<file path="src/fcs_pkg.sv">
// Summary of operation
// - raster runs before and after the flips, applied to all three channels together
// - raster completion advances the sequencer and powers the x flip motor
// - after the flip time limit step on: x off, y on, then z
// - after the flips one more raster, then calibration complete drops sequencer power
// - starts come from ground command, survey or station timer; ignored while inhibit is set
// - survey command accepted only after four ground started calibrations
// - survey runs x, y, z subsequences: calibrate, survey, return, then complete
// - the survey runs only once per operation
// - binary survey counter steps per operation; decodes drive motors, mode, inhibit
// - flip power held a fixed interval per motor whether or not it moved
// - offset command latches a seven level code per channel in flip-flops
// - position inputs choose polarity of each channel bias; the offset code sets its level
// - a raster is two identical cycles of eight steps of ten seconds
// - gated slow step train drives a step counter feeding ladder switches, both polarities
// - after the second cycle the gate closes and step complete is signalled
// - offset ladders driven per channel, with inverted copies for polarity choice
// - calibration flips to half turn and back; survey adds gimbal and quarter turns
// - end of survey switch stops the electronic survey sequencing
// - flip and gimbal positions are monitored continuously, three and two per axis
// - an internal timing generator makes the step commands for all sequences
// - ground start command starts a calibration only while the inhibit is released; one sent during inhibit is dropped
package fcs_pkg;
   // ****************************************
   // timing
   // ****************************************
   localparam longint unsigned CLK_HZ = 200_000_000;
   localparam int unsigned STEP_TIME_S = 10; // one raster step
   localparam longint unsigned STEP_CYC_DEF = STEP_TIME_S * CLK_HZ;
   localparam int unsigned FLIP_TIME_S = 10; // flip power per motor
   localparam int unsigned FLIP_TICKS = FLIP_TIME_S / STEP_TIME_S;
   localparam int unsigned SV_TIME_S = 10; // survey and return phase length
   localparam int unsigned SV_TICKS = SV_TIME_S / STEP_TIME_S;
   // ****************************************
   // counts and codes
   // ****************************************
   localparam logic [2:0] RAST_LAST_STEP = 3'h7; // eight steps per cycle
   localparam logic [2:0] GC_NEED = 3'h4; // ground calibrations before survey
   localparam logic [3:0] SV_FIRST = 4'h1;
   localparam logic [3:0] SV_LAST = 4'h9;
   localparam logic [3:0] SV_DONE = 4'ha;
   localparam logic [3:0] TK_LAST_FLIP = 4'(FLIP_TICKS - 1);
   localparam logic [3:0] TK_LAST_SV = 4'(SV_TICKS - 1);

   typedef enum logic [2:0] {
      FC_IDLE = 3'b000,
      FC_RAST_PRE = 3'b001,
      FC_FLIP_X = 3'b010,
      FC_FLIP_Y = 3'b011,
      FC_FLIP_Z = 3'b100,
      FC_RAST_POST = 3'b101
   } fcs_state_t;
endpackage

</file>
<file path="src/fcs_rast_if.sv">
`timescale 1ns/10ps
// ****************************************
// sequencer to raster generator link
// ****************************************
interface fcs_rast_if;
   logic start; // one cycle request
   logic tick; // step train
   logic gate; // clock gate open
   logic done; // one cycle step complete
   logic [2:0] step;
   logic cyc;
   modport seq (output start, output tick, input gate, input done, input step, input cyc);
   modport gen (input start, input tick, output gate, output done, output step, output cyc);
endinterface

</file>
<file path="src/fcs_raster.sv">
`timescale 1ns/10ps
module fcs_raster (
   input wire logic clk_sys_i,
   input wire logic nrst_i,
   fcs_rast_if.gen r
);
   import fcs_pkg::*;

   typedef struct packed {
      logic gate;
      logic done;
      logic [2:0] step;
      logic cyc;
   } fcs_rast_t;

   fcs_rast_t s_reg, s_next;

   // ****************************************
   // gated step counter, two cycles of eight
   // ****************************************
   always_comb begin
      s_next = s_reg;
      s_next.done = 1'b0;
      if (r.start && !s_reg.gate) begin
         s_next.gate = 1'b1; // open gate
         s_next.step = 3'h0;
         s_next.cyc = 1'b0;
      end else if (s_reg.gate && r.tick) begin
         if (s_reg.step == RAST_LAST_STEP) begin
            s_next.step = 3'h0;
            if (s_reg.cyc) begin
               s_next.gate = 1'b0;
               s_next.done = 1'b1;
            end else begin
               s_next.cyc = 1'b1; // second identical cycle
            end
         end else begin
            s_next.step = s_reg.step + 3'h1;
         end
      end
   end

   // state register
   always_ff @(posedge clk_sys_i or negedge nrst_i) begin
      if (!nrst_i) begin
         s_reg <= '0;
      end else begin
         s_reg <= s_next;
      end
   end

   assign r.gate = s_reg.gate;
   assign r.done = s_reg.done;
   assign r.step = s_reg.step;
   assign r.cyc = s_reg.cyc;
endmodule

</file>
<file path="src/fcs_top.sv">
`timescale 1ns/10ps
module fcs_top #(
   parameter int unsigned STEP_CYC = 32'(fcs_pkg::STEP_CYC_DEF)
) (
   input wire logic clk_sys_i,
   input wire logic nrst_i,
   input wire logic timer_req_i,
   input wire logic cmd3_offset_i,
   input wire logic cmd4_inhibit_i,
   input wire logic cmd5_start_i,
   input wire logic cmd7_survey_i,
   input wire logic [8:0] offset_code_i,
   input wire logic [8:0] flip_pos_i,
   input wire logic [5:0] gimbal_pos_i,
   input wire logic end_sw_i,
   output logic [2:0] flip_pwr_o,
   output logic [2:0] gimbal_pwr_o,
   output logic seq_pwr_o,
   output logic cal_complete_o,
   output logic cal_mode_o,
   output logic survey_mode_o,
   output logic seq_inhibit_o,
   output logic inhibit_o,
   output logic survey_done_o,
   output logic [2:0] ground_cnt_o,
   output logic [3:0] survey_cnt_o,
   output logic cal_gate_o,
   output logic [3:0] cal_sw_o,
   output logic cal_neg_o,
   output logic [8:0] offset_o,
   output logic [8:0] offset_n_o,
   output logic [2:0] bias_pos_o,
   output logic [2:0] bias_neg_o,
   output logic [8:0] flip_pos_o,
   output logic [5:0] gimbal_pos_o
);
   import fcs_pkg::*;

   // ****************************************
   // state
   // ****************************************
   typedef struct packed {
      fcs_state_t st;
      logic [31:0] pre;
      logic tick;
      logic [3:0] ftk;
      logic rstart;
      logic inhib;
      logic [2:0] gcnt;
      logic [3:0] svc;
      logic [3:0] svtk;
      logic svreq;
      logic svdone;
      logic [15:0] sy1;
      logic [15:0] sy2;
      logic [2:0] fpwr;
      logic [2:0] gpwr;
      logic cmpl;
      logic spwr;
      logic svm;
      logic cal_sw_gate;
      logic [3:0] cal_sw;
      logic cal_neg;
      logic [8:0] ofs;
      logic [8:0] ofs_n;
      logic [2:0] bpos;
      logic [2:0] bneg;
      logic [8:0] fpos;
      logic [5:0] gpos;
   } fcs_top_t;
   fcs_top_t s_reg, s_next;
   fcs_rast_if rif ();
   fcs_raster u_raster (
      .clk_sys_i(clk_sys_i),
      .nrst_i(nrst_i),
      .r(rif.gen)
   );
   assign rif.start = s_reg.rstart;
   assign rif.tick = s_reg.tick;

   // ****************************************
   // next state
   // ****************************************
   always_comb begin
      logic sv_act;
      logic sv_start;
      logic start_any;
      logic accept;
      logic [1:0] ax;
      logic [1:0] ph;
      logic [2:0] at180;
      s_next = s_reg;
      sv_act = 1'b0;
      sv_start = 1'b0;
      start_any = 1'b0;
      accept = 1'b0;
      ax = 2'h0;
      ph = 2'h0;
      at180 = 3'h0;
      s_next.cmpl = 1'b0;
      s_next.rstart = 1'b0;
      // position and end switch inputs pass two flops before use
      s_next.sy1 = {end_sw_i, gimbal_pos_i, flip_pos_i};
      s_next.sy2 = s_reg.sy1;
      // survey counter decode into axis and phase
      case (s_reg.svc)
         4'h1: begin ax = 2'h0; ph = 2'h0; end
         4'h2: begin ax = 2'h0; ph = 2'h1; end
         4'h3: begin ax = 2'h0; ph = 2'h2; end
         4'h4: begin ax = 2'h1; ph = 2'h0; end
         4'h5: begin ax = 2'h1; ph = 2'h1; end
         4'h6: begin ax = 2'h1; ph = 2'h2; end
         4'h7: begin ax = 2'h2; ph = 2'h0; end
         4'h8: begin ax = 2'h2; ph = 2'h1; end
         4'h9: begin ax = 2'h2; ph = 2'h2; end
         default: begin ax = 2'h0; ph = 2'h3; end
      endcase
      sv_act = s_reg.svm;
      // ground command toggles the start inhibit
      if (cmd4_inhibit_i) begin
         s_next.inhib = !s_reg.inhib;
      end
      // survey asks for a calibration at the head of each subsequence
      sv_start = sv_act && ph == 2'h0 && !s_reg.svreq && s_reg.st == FC_IDLE;
      start_any = sv_start || cmd5_start_i || (timer_req_i && !sv_act);
      accept = s_reg.st == FC_IDLE && start_any && !s_reg.inhib;

      // ****************************************
      // flip / calibration sequencer
      // ****************************************
      case (s_reg.st)
         FC_IDLE: begin
            if (accept) begin
               s_next.st = FC_RAST_PRE;
               s_next.rstart = 1'b1;
               if (sv_start) begin
                  s_next.svreq = 1'b1;
               end else if (cmd5_start_i && s_reg.gcnt != GC_NEED) begin
                  s_next.gcnt = s_reg.gcnt + 3'h1; // ground started count
               end
            end
         end
         FC_RAST_PRE: begin
            if (rif.done) begin
               s_next.st = FC_FLIP_X;
               s_next.ftk = 4'h0;
            end
         end
         FC_FLIP_X, FC_FLIP_Y, FC_FLIP_Z: begin
            // fixed time per motor, no position feedback
            if (s_reg.tick) begin
               if (s_reg.ftk == TK_LAST_FLIP) begin
                  s_next.ftk = 4'h0;
                  if (s_reg.st == FC_FLIP_X) begin
                     s_next.st = FC_FLIP_Y;
                  end else if (s_reg.st == FC_FLIP_Y) begin
                     s_next.st = FC_FLIP_Z;
                  end else begin
                     s_next.st = FC_RAST_POST;
                     s_next.rstart = 1'b1;
                  end
               end else begin
                  s_next.ftk = s_reg.ftk + 4'h1;
               end
            end
         end
         FC_RAST_POST: begin
            if (rif.done) begin
               s_next.st = FC_IDLE;
               s_next.cmpl = 1'b1;
            end
         end
         default: s_next.st = FC_IDLE;
      endcase

      // ****************************************
      // site survey counter
      // ****************************************
      if (s_reg.svc == 4'h0) begin
         // one shot, after four ground calibrations
         if (cmd7_survey_i && s_reg.gcnt == GC_NEED && !s_reg.svdone) begin
            s_next.svc = SV_FIRST;
            s_next.svtk = 4'h0;
         end
      end else if (sv_act) begin
         case (ph)
            2'h0: begin
               if (s_reg.svreq && s_reg.cmpl) begin
                  s_next.svc = s_reg.svc + 4'h1;
                  s_next.svreq = 1'b0;
               end
            end
            2'h1, 2'h2: begin
               if (s_reg.tick) begin
                  if (s_reg.svtk == TK_LAST_SV) begin
                     s_next.svc = s_reg.svc + 4'h1;
                     s_next.svtk = 4'h0;
                  end else begin
                     s_next.svtk = s_reg.svtk + 4'h1;
                  end
               end
            end
            default: s_next.svc = s_reg.svc;
         endcase
         if (s_reg.svc == SV_LAST && s_next.svc == SV_DONE) begin
            s_next.svdone = 1'b1;
         end
      end
      if (s_reg.sy2[15]) begin
         s_next.svc = 4'h0; // end switch stops survey
         s_next.svreq = 1'b0;
         s_next.svdone = 1'b1;
      end

      // ****************************************
      // timing generator, restarted on each step
      // ****************************************
      if (s_next.st != s_reg.st || s_next.svc != s_reg.svc) begin
         s_next.pre = 32'h0;
         s_next.tick = 1'b0;
      end else if (s_reg.pre == STEP_CYC - 32'h1) begin
         s_next.pre = 32'h0;
         s_next.tick = 1'b1;
      end else begin
         s_next.pre = s_reg.pre + 32'h1;
         s_next.tick = 1'b0;
      end

      // ****************************************
      // motor power decode
      // ****************************************
      s_next.fpwr = 3'h0;
      s_next.gpwr = 3'h0;
      // mode decodes registered so the outputs come straight from flops
      s_next.spwr = s_next.st != FC_IDLE;
      s_next.svm = s_next.svc >= SV_FIRST && s_next.svc <= SV_LAST;
      case (s_next.st)
         FC_FLIP_X: s_next.fpwr = 3'b001; // half turn and back
         FC_FLIP_Y: s_next.fpwr = 3'b010;
         FC_FLIP_Z: s_next.fpwr = 3'b100;
         default: s_next.fpwr = 3'h0;
      endcase
      if (s_next.svc == s_reg.svc && sv_act && ph != 2'h0) begin
         // survey phase: gimbal released, flip to survey stop, then return
         s_next.fpwr[ax] = 1'b1;
         if (ph == 2'h1) begin
            s_next.gpwr[ax] = 1'b1;
         end
      end

      // ****************************************
      // calibration ladder from raster step count
      // ****************************************
      s_next.cal_sw_gate = rif.gate;
      s_next.cal_sw = 4'h0;
      if (rif.gate) begin
         s_next.cal_sw[rif.step[1:0]] = 1'b1;
      end
      s_next.cal_neg = rif.gate && rif.step[2]; // second half negative

      // ****************************************
      // offset memory and transfer logic
      // ****************************************
      if (cmd3_offset_i) begin
         s_next.ofs = offset_code_i;
         s_next.ofs_n = ~offset_code_i;
      end
      s_next.fpos = s_reg.sy2[8:0];
      s_next.gpos = s_reg.sy2[14:9];
      at180 = {s_reg.sy2[8], s_reg.sy2[5], s_reg.sy2[2]};
      for (int i = 0; i < 3; i++) begin
         s_next.bpos[i] = s_next.ofs[3*i +: 3] != 3'h0 && !at180[i];
         s_next.bneg[i] = s_next.ofs[3*i +: 3] != 3'h0 && at180[i];
      end
   end

   // state register, all zero is idle scientific mode
   always_ff @(posedge clk_sys_i or negedge nrst_i) begin
      if (!nrst_i) begin
         s_reg <= '0;
      end else begin
         s_reg <= s_next;
      end
   end

   // ****************************************
   // outputs
   // ****************************************
   assign flip_pwr_o = s_reg.fpwr;
   assign gimbal_pwr_o = s_reg.gpwr;
   assign seq_pwr_o = s_reg.spwr;
   assign cal_complete_o = s_reg.cmpl;
   assign cal_mode_o = s_reg.spwr;
   assign survey_mode_o = s_reg.svm;
   assign seq_inhibit_o = s_reg.svm;
   assign inhibit_o = s_reg.inhib;
   assign survey_done_o = s_reg.svdone;
   assign ground_cnt_o = s_reg.gcnt;
   assign survey_cnt_o = s_reg.svc;
   assign cal_gate_o = s_reg.cal_sw_gate;
   assign cal_sw_o = s_reg.cal_sw;
   assign cal_neg_o = s_reg.cal_neg;
   assign offset_o = s_reg.ofs;
   assign offset_n_o = s_reg.ofs_n;
   assign bias_pos_o = s_reg.bpos;
   assign bias_neg_o = s_reg.bneg;
   assign flip_pos_o = s_reg.fpos;
   assign gimbal_pos_o = s_reg.gpos;
endmodule

</file>
<file path="config.mk">
export PLATFORM = sky130hd
export DESIGN_NAME = fcs_top
export DESIGN_NICKNAME = d
export VERILOG_FILES = /design/src/fcs_pkg.sv /design/src/fcs_rast_if.sv /design/src/fcs_raster.sv /design/src/fcs_top.sv
export SDC_FILE = /design/constraint.sdc
export NUM_CORES = 1
export LEC_CHECK = 0
export ABC_AREA = 1
export BUFFER_PORTS_ARGS = -buffer_cell sky130_fd_sc_hd__clkbuf_2
export CORE_MARGIN = 2
export CORE_UTILIZATION = 40
export DETAILED_ROUTE_END_ITERATION = 7
export PLACE_DENSITY_LB_ADDON = 0.15
export SLEW_MARGIN = 15
export SYNTH_ARGS = -nofsm -noshare
export SYNTH_HDL_FRONTEND = slang
export SYNTH_SLANG_ARGS = --single-unit
</file>
<file path="constraint.sdc">
create_clock -name clk_sys_i -period 8.6 [get_ports clk_sys_i]
set_input_delay 0.43 -clock clk_sys_i [delete_from_list [all_inputs] [get_ports clk_sys_i]]
set_output_delay 0.43 -clock clk_sys_i [all_outputs]
set_load 0.01 [all_outputs]
</file>
Word level (Yosys, flattened, before mapping)
Memories as Yosys holds them, arrays and structs flattened.
Cells that the tools add are included.

cells by class
  add/sub/neg operators = 6
  multiply operators = 0
  div/mod/pow operators = 0
  magnitude comparators = 6
  eq/ne operators = 23
  shift operators = 0
  muxes and demuxes = 58
  bitwise logic cells = 3
  reduce and logical (&&, ||, !) cells = 63

operators by type and width
  operator                                                                  number
  33-bit 2-to-1 mux                                                         2
  4-bit 2-to-1 mux                                                          11
  32-bit by 1-bit adder with 32-bit output (second input constant)          1
  32-bit by 31-bit equality test with 1-bit output (second input constant)  1
  1-bit logical AND                                                         25
  3-bit 2-to-1 mux                                                          8
  8-bit 2-to-1 mux                                                          3
  2-bit nonzero test                                                        10
  1-bit 2-to-1 mux                                                          18
  18-bit 2-to-1 mux                                                         1
  4-bit one-hot mux with 2 select lines                                     2
  3-bit equality test (second input constant)                               5
  4-bit by 1-bit adder with 4-bit output (second input constant)            3
  3-bit by 2-bit equality test with 1-bit output (second input constant)    4
  4-bit zero test                                                           3
  6-bit 2-to-1 mux                                                          2
  3-bit one-hot mux with 4 select lines                                     1
  3-bit nonzero test                                                        4
  10-bit 2-to-1 mux                                                         1
  9-bit inverter                                                            1
  3-bit one-hot mux with 3 select lines                                     1
  3-bit AND reduction                                                       3
  4-bit equality test (second input constant)                               2
  1-bit zero test                                                           8
  27 further kinds                                                          39

word-level totals
  bits in registers = 147
  bits in latches = 0
  RAM bits = 0
  bits in read-only memories = 64
  input port bits = 32
  output and inout bits = 65
  memories kept = 1

memories
  memory           words  width  rd ports  clocked after memory_dff  write ports  line            text
  (no name shown)  16     4      1         0                         0            fcs_top.sv:106  case (s_reg.svc)

Longest topological paths before layout
An unclocked memory read counts as a cell.

  depth after elaboration = 20
  mapped depth = 22
  mapped depth without buffers = 21

Modules after synthesis
From an unflattened synthesis, not the netlist that was laid out.

second synthesis, totals
  cells, all modules = 784
  area, all modules = 7061.8 um^2

by module, submodules not included
  module      instances  cells an instance  area an instance (um^2)  seq. area each (um^2)
  fcs_top     1          755                6794.0                   3528.4
  fcs_raster  1          29                 267.8                    150.1

Worst setup path after synthesis
OpenSTA, ideal clock, no wires.

  path type = flip-flop to flip-flop
  start point = reg s_reg (netlist bit survey_cnt_o[0])
  end point = reg s_reg[132] (netlist bit)
  library setup time = 0.071 ns
  arrival time = 2.639 ns
  required time = 8.529 ns
  path slack = 5.890 ns
  cell stages (with the launch flop) = 22
  buffers on the path = 1
  cell sequence = dfrtp_1 -> inv_1 -> ha_1 -> o21ai_0 -> o21a_1 -> inv_1 -> ha_1 -> nand2_1 -> inv_2 -> nand3_1 -> nand2_2 -> nand3_1 -> nand2_1 -> nand2_1 -> nand2_1 -> nand2_1 -> nand2_1 -> nand2_1 -> nor2_4 -> nand3_4 -> buf_6 -> nor2_1

RTL lines
  element                 line            text
  from (decl)             fcs_top.sv:71   fcs_top_t s_reg, s_next;
  from (signal assigned)  fcs_top.sv:282  s_reg <= s_next;

==> flow_metrics.py <==
metrics = {
    "worst_setup_path": {
        "path_buf_inv": 3,
        "slowest_stage": "dfrtp_1",
        "crit_family": "simple AND/OR/NAND/NOR gates",
        "critPathRequiredTime_ns": 8.91,
        "end_kind": "flop",
        "crit_type": "reg2reg",
        "critical_path_arrival_ns": 3.84,
        "critPathMaxFanout": 33,
        "crit_path_cell_trace": "inv_1, ha_1, o21ai_0, o21a_1, inv_1, ha_1, nand2_1, inv_2, nand3_1, nand2_2, nand3_1, nand2_1, nand2_1, nand2_1, nand2_1, nand2_1, nand2_1, nor2_4, nand3_4, nor2_1",
        "crit_top_cell": "nand2_1",
        "critPathMaxStageDelay_ns": 0.46,
        "start_kind": "flop",
    },
    "pwr": {
        "power.density_nw_per_um2": 188.9,
        "pwr-share-clk_pct": 47.8,
        "combinationalPowerShare_pct": 4.1,
        "swShare_pct": 23.93,
        "p_sw_mw": 0.3611,
        "leakagePower_nw": 4.044,
        "intPower_mw": 1.148,
        "ir_worst_vdd_v": 0.0001440,
        "seqPwrFrac_pct": 48.1,
    },
    "drt": {
        "drc": 0,
        "first_iter_violations": 267,
        "ant_nets": 0,
        "detail_route.wirelength_um": 14170,
        "vias_per_cell": 4.699,
        "vias": 5056,
        "wl_per_cell_um": 13.17,
        "drtPass1Iterations": 5,
    },
    "logic_synthesis": {
        "ys_seq_elements": 147,
        "yosys_warnings": 0,
        "synthMuxAreaShare_pct": 0,
        "syn_area_um2": 7134,
        "synth_area_leaders": "dfrtp_1, nand2_1, buf_4",
        "async_flop_share_pct": 100.0,
        "syn_nets": 845,
        "synth_top_family_by_area": "simple AND/OR/NAND/NOR gates",
        "yosysUniqueCellTypes": 41,
        "synthAdderAreaFrac_pct": 4.034,
        "synth_seq_area_share_pct": 51.56,
        "synth_edf_count": 0,
        "synth_compound_area_share_pct": 4.332,
        "synth_simple_gate_area_share_pct": 24.48,
        "synthCells": 790,
        "yosys.area_share.xor_xnor_pct": 2.578,
        "synth_top_area_share_pct": 51.56,
        "synth_largest_area_cell": "dfrtp_1",
        "synth.avg_cell_area_um2": 9.031,
        "synthFlopType": "dfrtp_1",
    },
    "sta": {
        "fmax_ghz": 0.2835,
        "slew-limit-headroom_pct": 45.84,
        "postLayoutSetupSlackWorst_ns": 5.073,
        "worstMarginPinSlew_ns": 0.8049,
        "min_period_over_period_pct": 41.01,
        "final.setup.tns_ns": 0,
        "final-hold-violation-count": 0,
        "finalSetupViolCount": 0,
        "finalMaxSlewViolations": 0,
        "period_minus_slack_ns": 3.527,
        "rsz0062_at_grt": "no",
        "skew_ns": 0.01194,
    },
    "floorplanning": {
        "die_w_um": 137.6,
        "initial_core_util_pct": 41.10,
        "die-area_um2": 18920,
        "dieHeight_um": 137.6,
        "rows": 48,
        "io_pins": 97,
        "core-area_um2": 17360,
    },
    "place": {
        "hpwl_um": 10480,
        "gp_congestion": 0.8646,
        "numPortBuffers": 96,
        "placed_area_um2": 7406,
        "preCtsSetupSlack_ns": 5.055,
    },
    "cts": {
        "root_buffer": "clkbuf_16",
        "postCtsResizedCells": 0,
        "clk_latency_ns": 0.42,
        "cts_setup_buffers": 0,
        "clkTransAtPathRegs_ns": 0.07,
        "numCtsBuffers": 17,
        "cts_max_path_buffers": 2,
        "htree_levels": 4,
        "cts_sinks": 147,
        "ctsHoldBuffers": 0,
        "cts_tree": "yes",
    },
    "finish": {
        "layout_common_cells": "dfrtp_1, nand2_1, inv_1, clkbuf_2, nor2_1",
        "syn_to_final_growth_pct": 12.01,
        "antenna_cells": 0,
        "final_nets": 893,
        "mostFrequentLayoutCell": "dfrtp_1",
        "largest_reg_flops": 45,
        "fin_area_um2": 7991,
        "utilization_pct": 46.04,
        "drive_gt1_share_pct": 23.38,
    },
    "job": {
        "cap_violations": 0,
    },
    "global_routing": {
        "grt_max_degree": 86,
        "grt_pass1_wl_um": 23520,
        "antenna_found_initial": 0,
        "grt_pass1_vias": 4885,
        "grt_usage_pct": 16.07,
        "overflow": 0,
    },
    "min_path": {
        "hold_class": "in2async",
    },
    "outcome": {
        "status": "finished clean",
    },
}
## metal layers
metal,global-route usage (%),vias up,part of all wire [%]
met5,0,-,0
met1,21.60,2396,48
li1,-,2523,-
met4,4.926,0,1.3
met3,3.974,13,5.4
met2,25.65,124,46
## per-stage QoR
stage          hold WS (ns)  instances  power, mW
2_1_floorplan        0.1344        790     0.7770
3_3_place_gp         0.3312       1044     0.8007
3_5_place_dp         0.3347       1044     0.8024
4_1_cts             0.08128       1076      1.536
5_1_grt             0.08727       1076      1.579
6_report            0.07665       1076      1.509
## cell usage after synthesis (all sizes together) (7+ instances only)
cell type  instances
inv              111
nand3             57
nor3              22
buf               64
a21oi             11
nand4             15
nand2            155
o21ai             34
nor4               7
ha                23
dfrtp            147
xor2              18
nor2              98
## worst register-to-register path, cell delays in order, from the launching register on
cell and delay (ns):
dfrtp_1 0.46, inv_1 0.19, ha_1 0.35, o21ai_0 0.18
o21a_1 0.15, inv_1 0.06, ha_1 0.28, nand2_1 0.06
inv_2 0.07, nand3_1 0.07, nand2_2 0.11, nand3_1 0.07
nand2_1 0.10, nand2_1 0.05, nand2_1 0.07, nand2_1 0.08
nand2_1 0.07, nand2_1 0.08, nor2_4 0.15, nand3_4 0.46
nor2_1 0.30
## power groups by stage
stage               registers (mW)  logic, mW  clock network, mW
floorplan                    0.736     0.0408                  0
global placement             0.737     0.0635                  0
detailed placement           0.738     0.0642                  0
CTS                          0.726     0.0642              0.746
global route                 0.727     0.0718              0.780
finish                       0.726     0.0620              0.722
## path summary, 6_finish.rpt
kind	from	cells after the start	slack (ns)	to
setup / recovery	survey_cnt_o[0]	20	5.07	s_reg[132]
hold / removal	nrst_i	1	0.08	s_next[2]
setup reg to reg	survey_cnt_o[0]	20	5.07	s_reg[132]
hold reg to reg	s_next[9]	0	0.35	flip_pos_o[3]
max in group asynchronous	nrst_i	2	7.22	offset_o[1]
min in group clk_sys_i	end_sw_i	1	0.11	s_next[69]
## logic make-up (layout without fill, tap and decap cells)
kind of cell    count (synthesis)  count (layout)
simple gates                  363             363
buf+inv                       181             242
flops                         147             147
compound gates                 55              55
fa+ha+maj                      23              23
xor+xnor                       21              21
## area by class of cell
| cell class | count | area, um2 |
|---|---|---|
| tap | 225 | 281.5 |
| fill | 1715 | 9365 |
| timing repair buffer | 97 | 494.2 |
| multi-input combinational | 462 | 2527 |
| sequential | 147 | 3679 |
| inverter | 113 | 424.2 |
| clock inverter | 15 | 160.2 |
| clock buffer | 17 | 425.4 |
No activity file was read; power rests on OpenSTA's default activity.
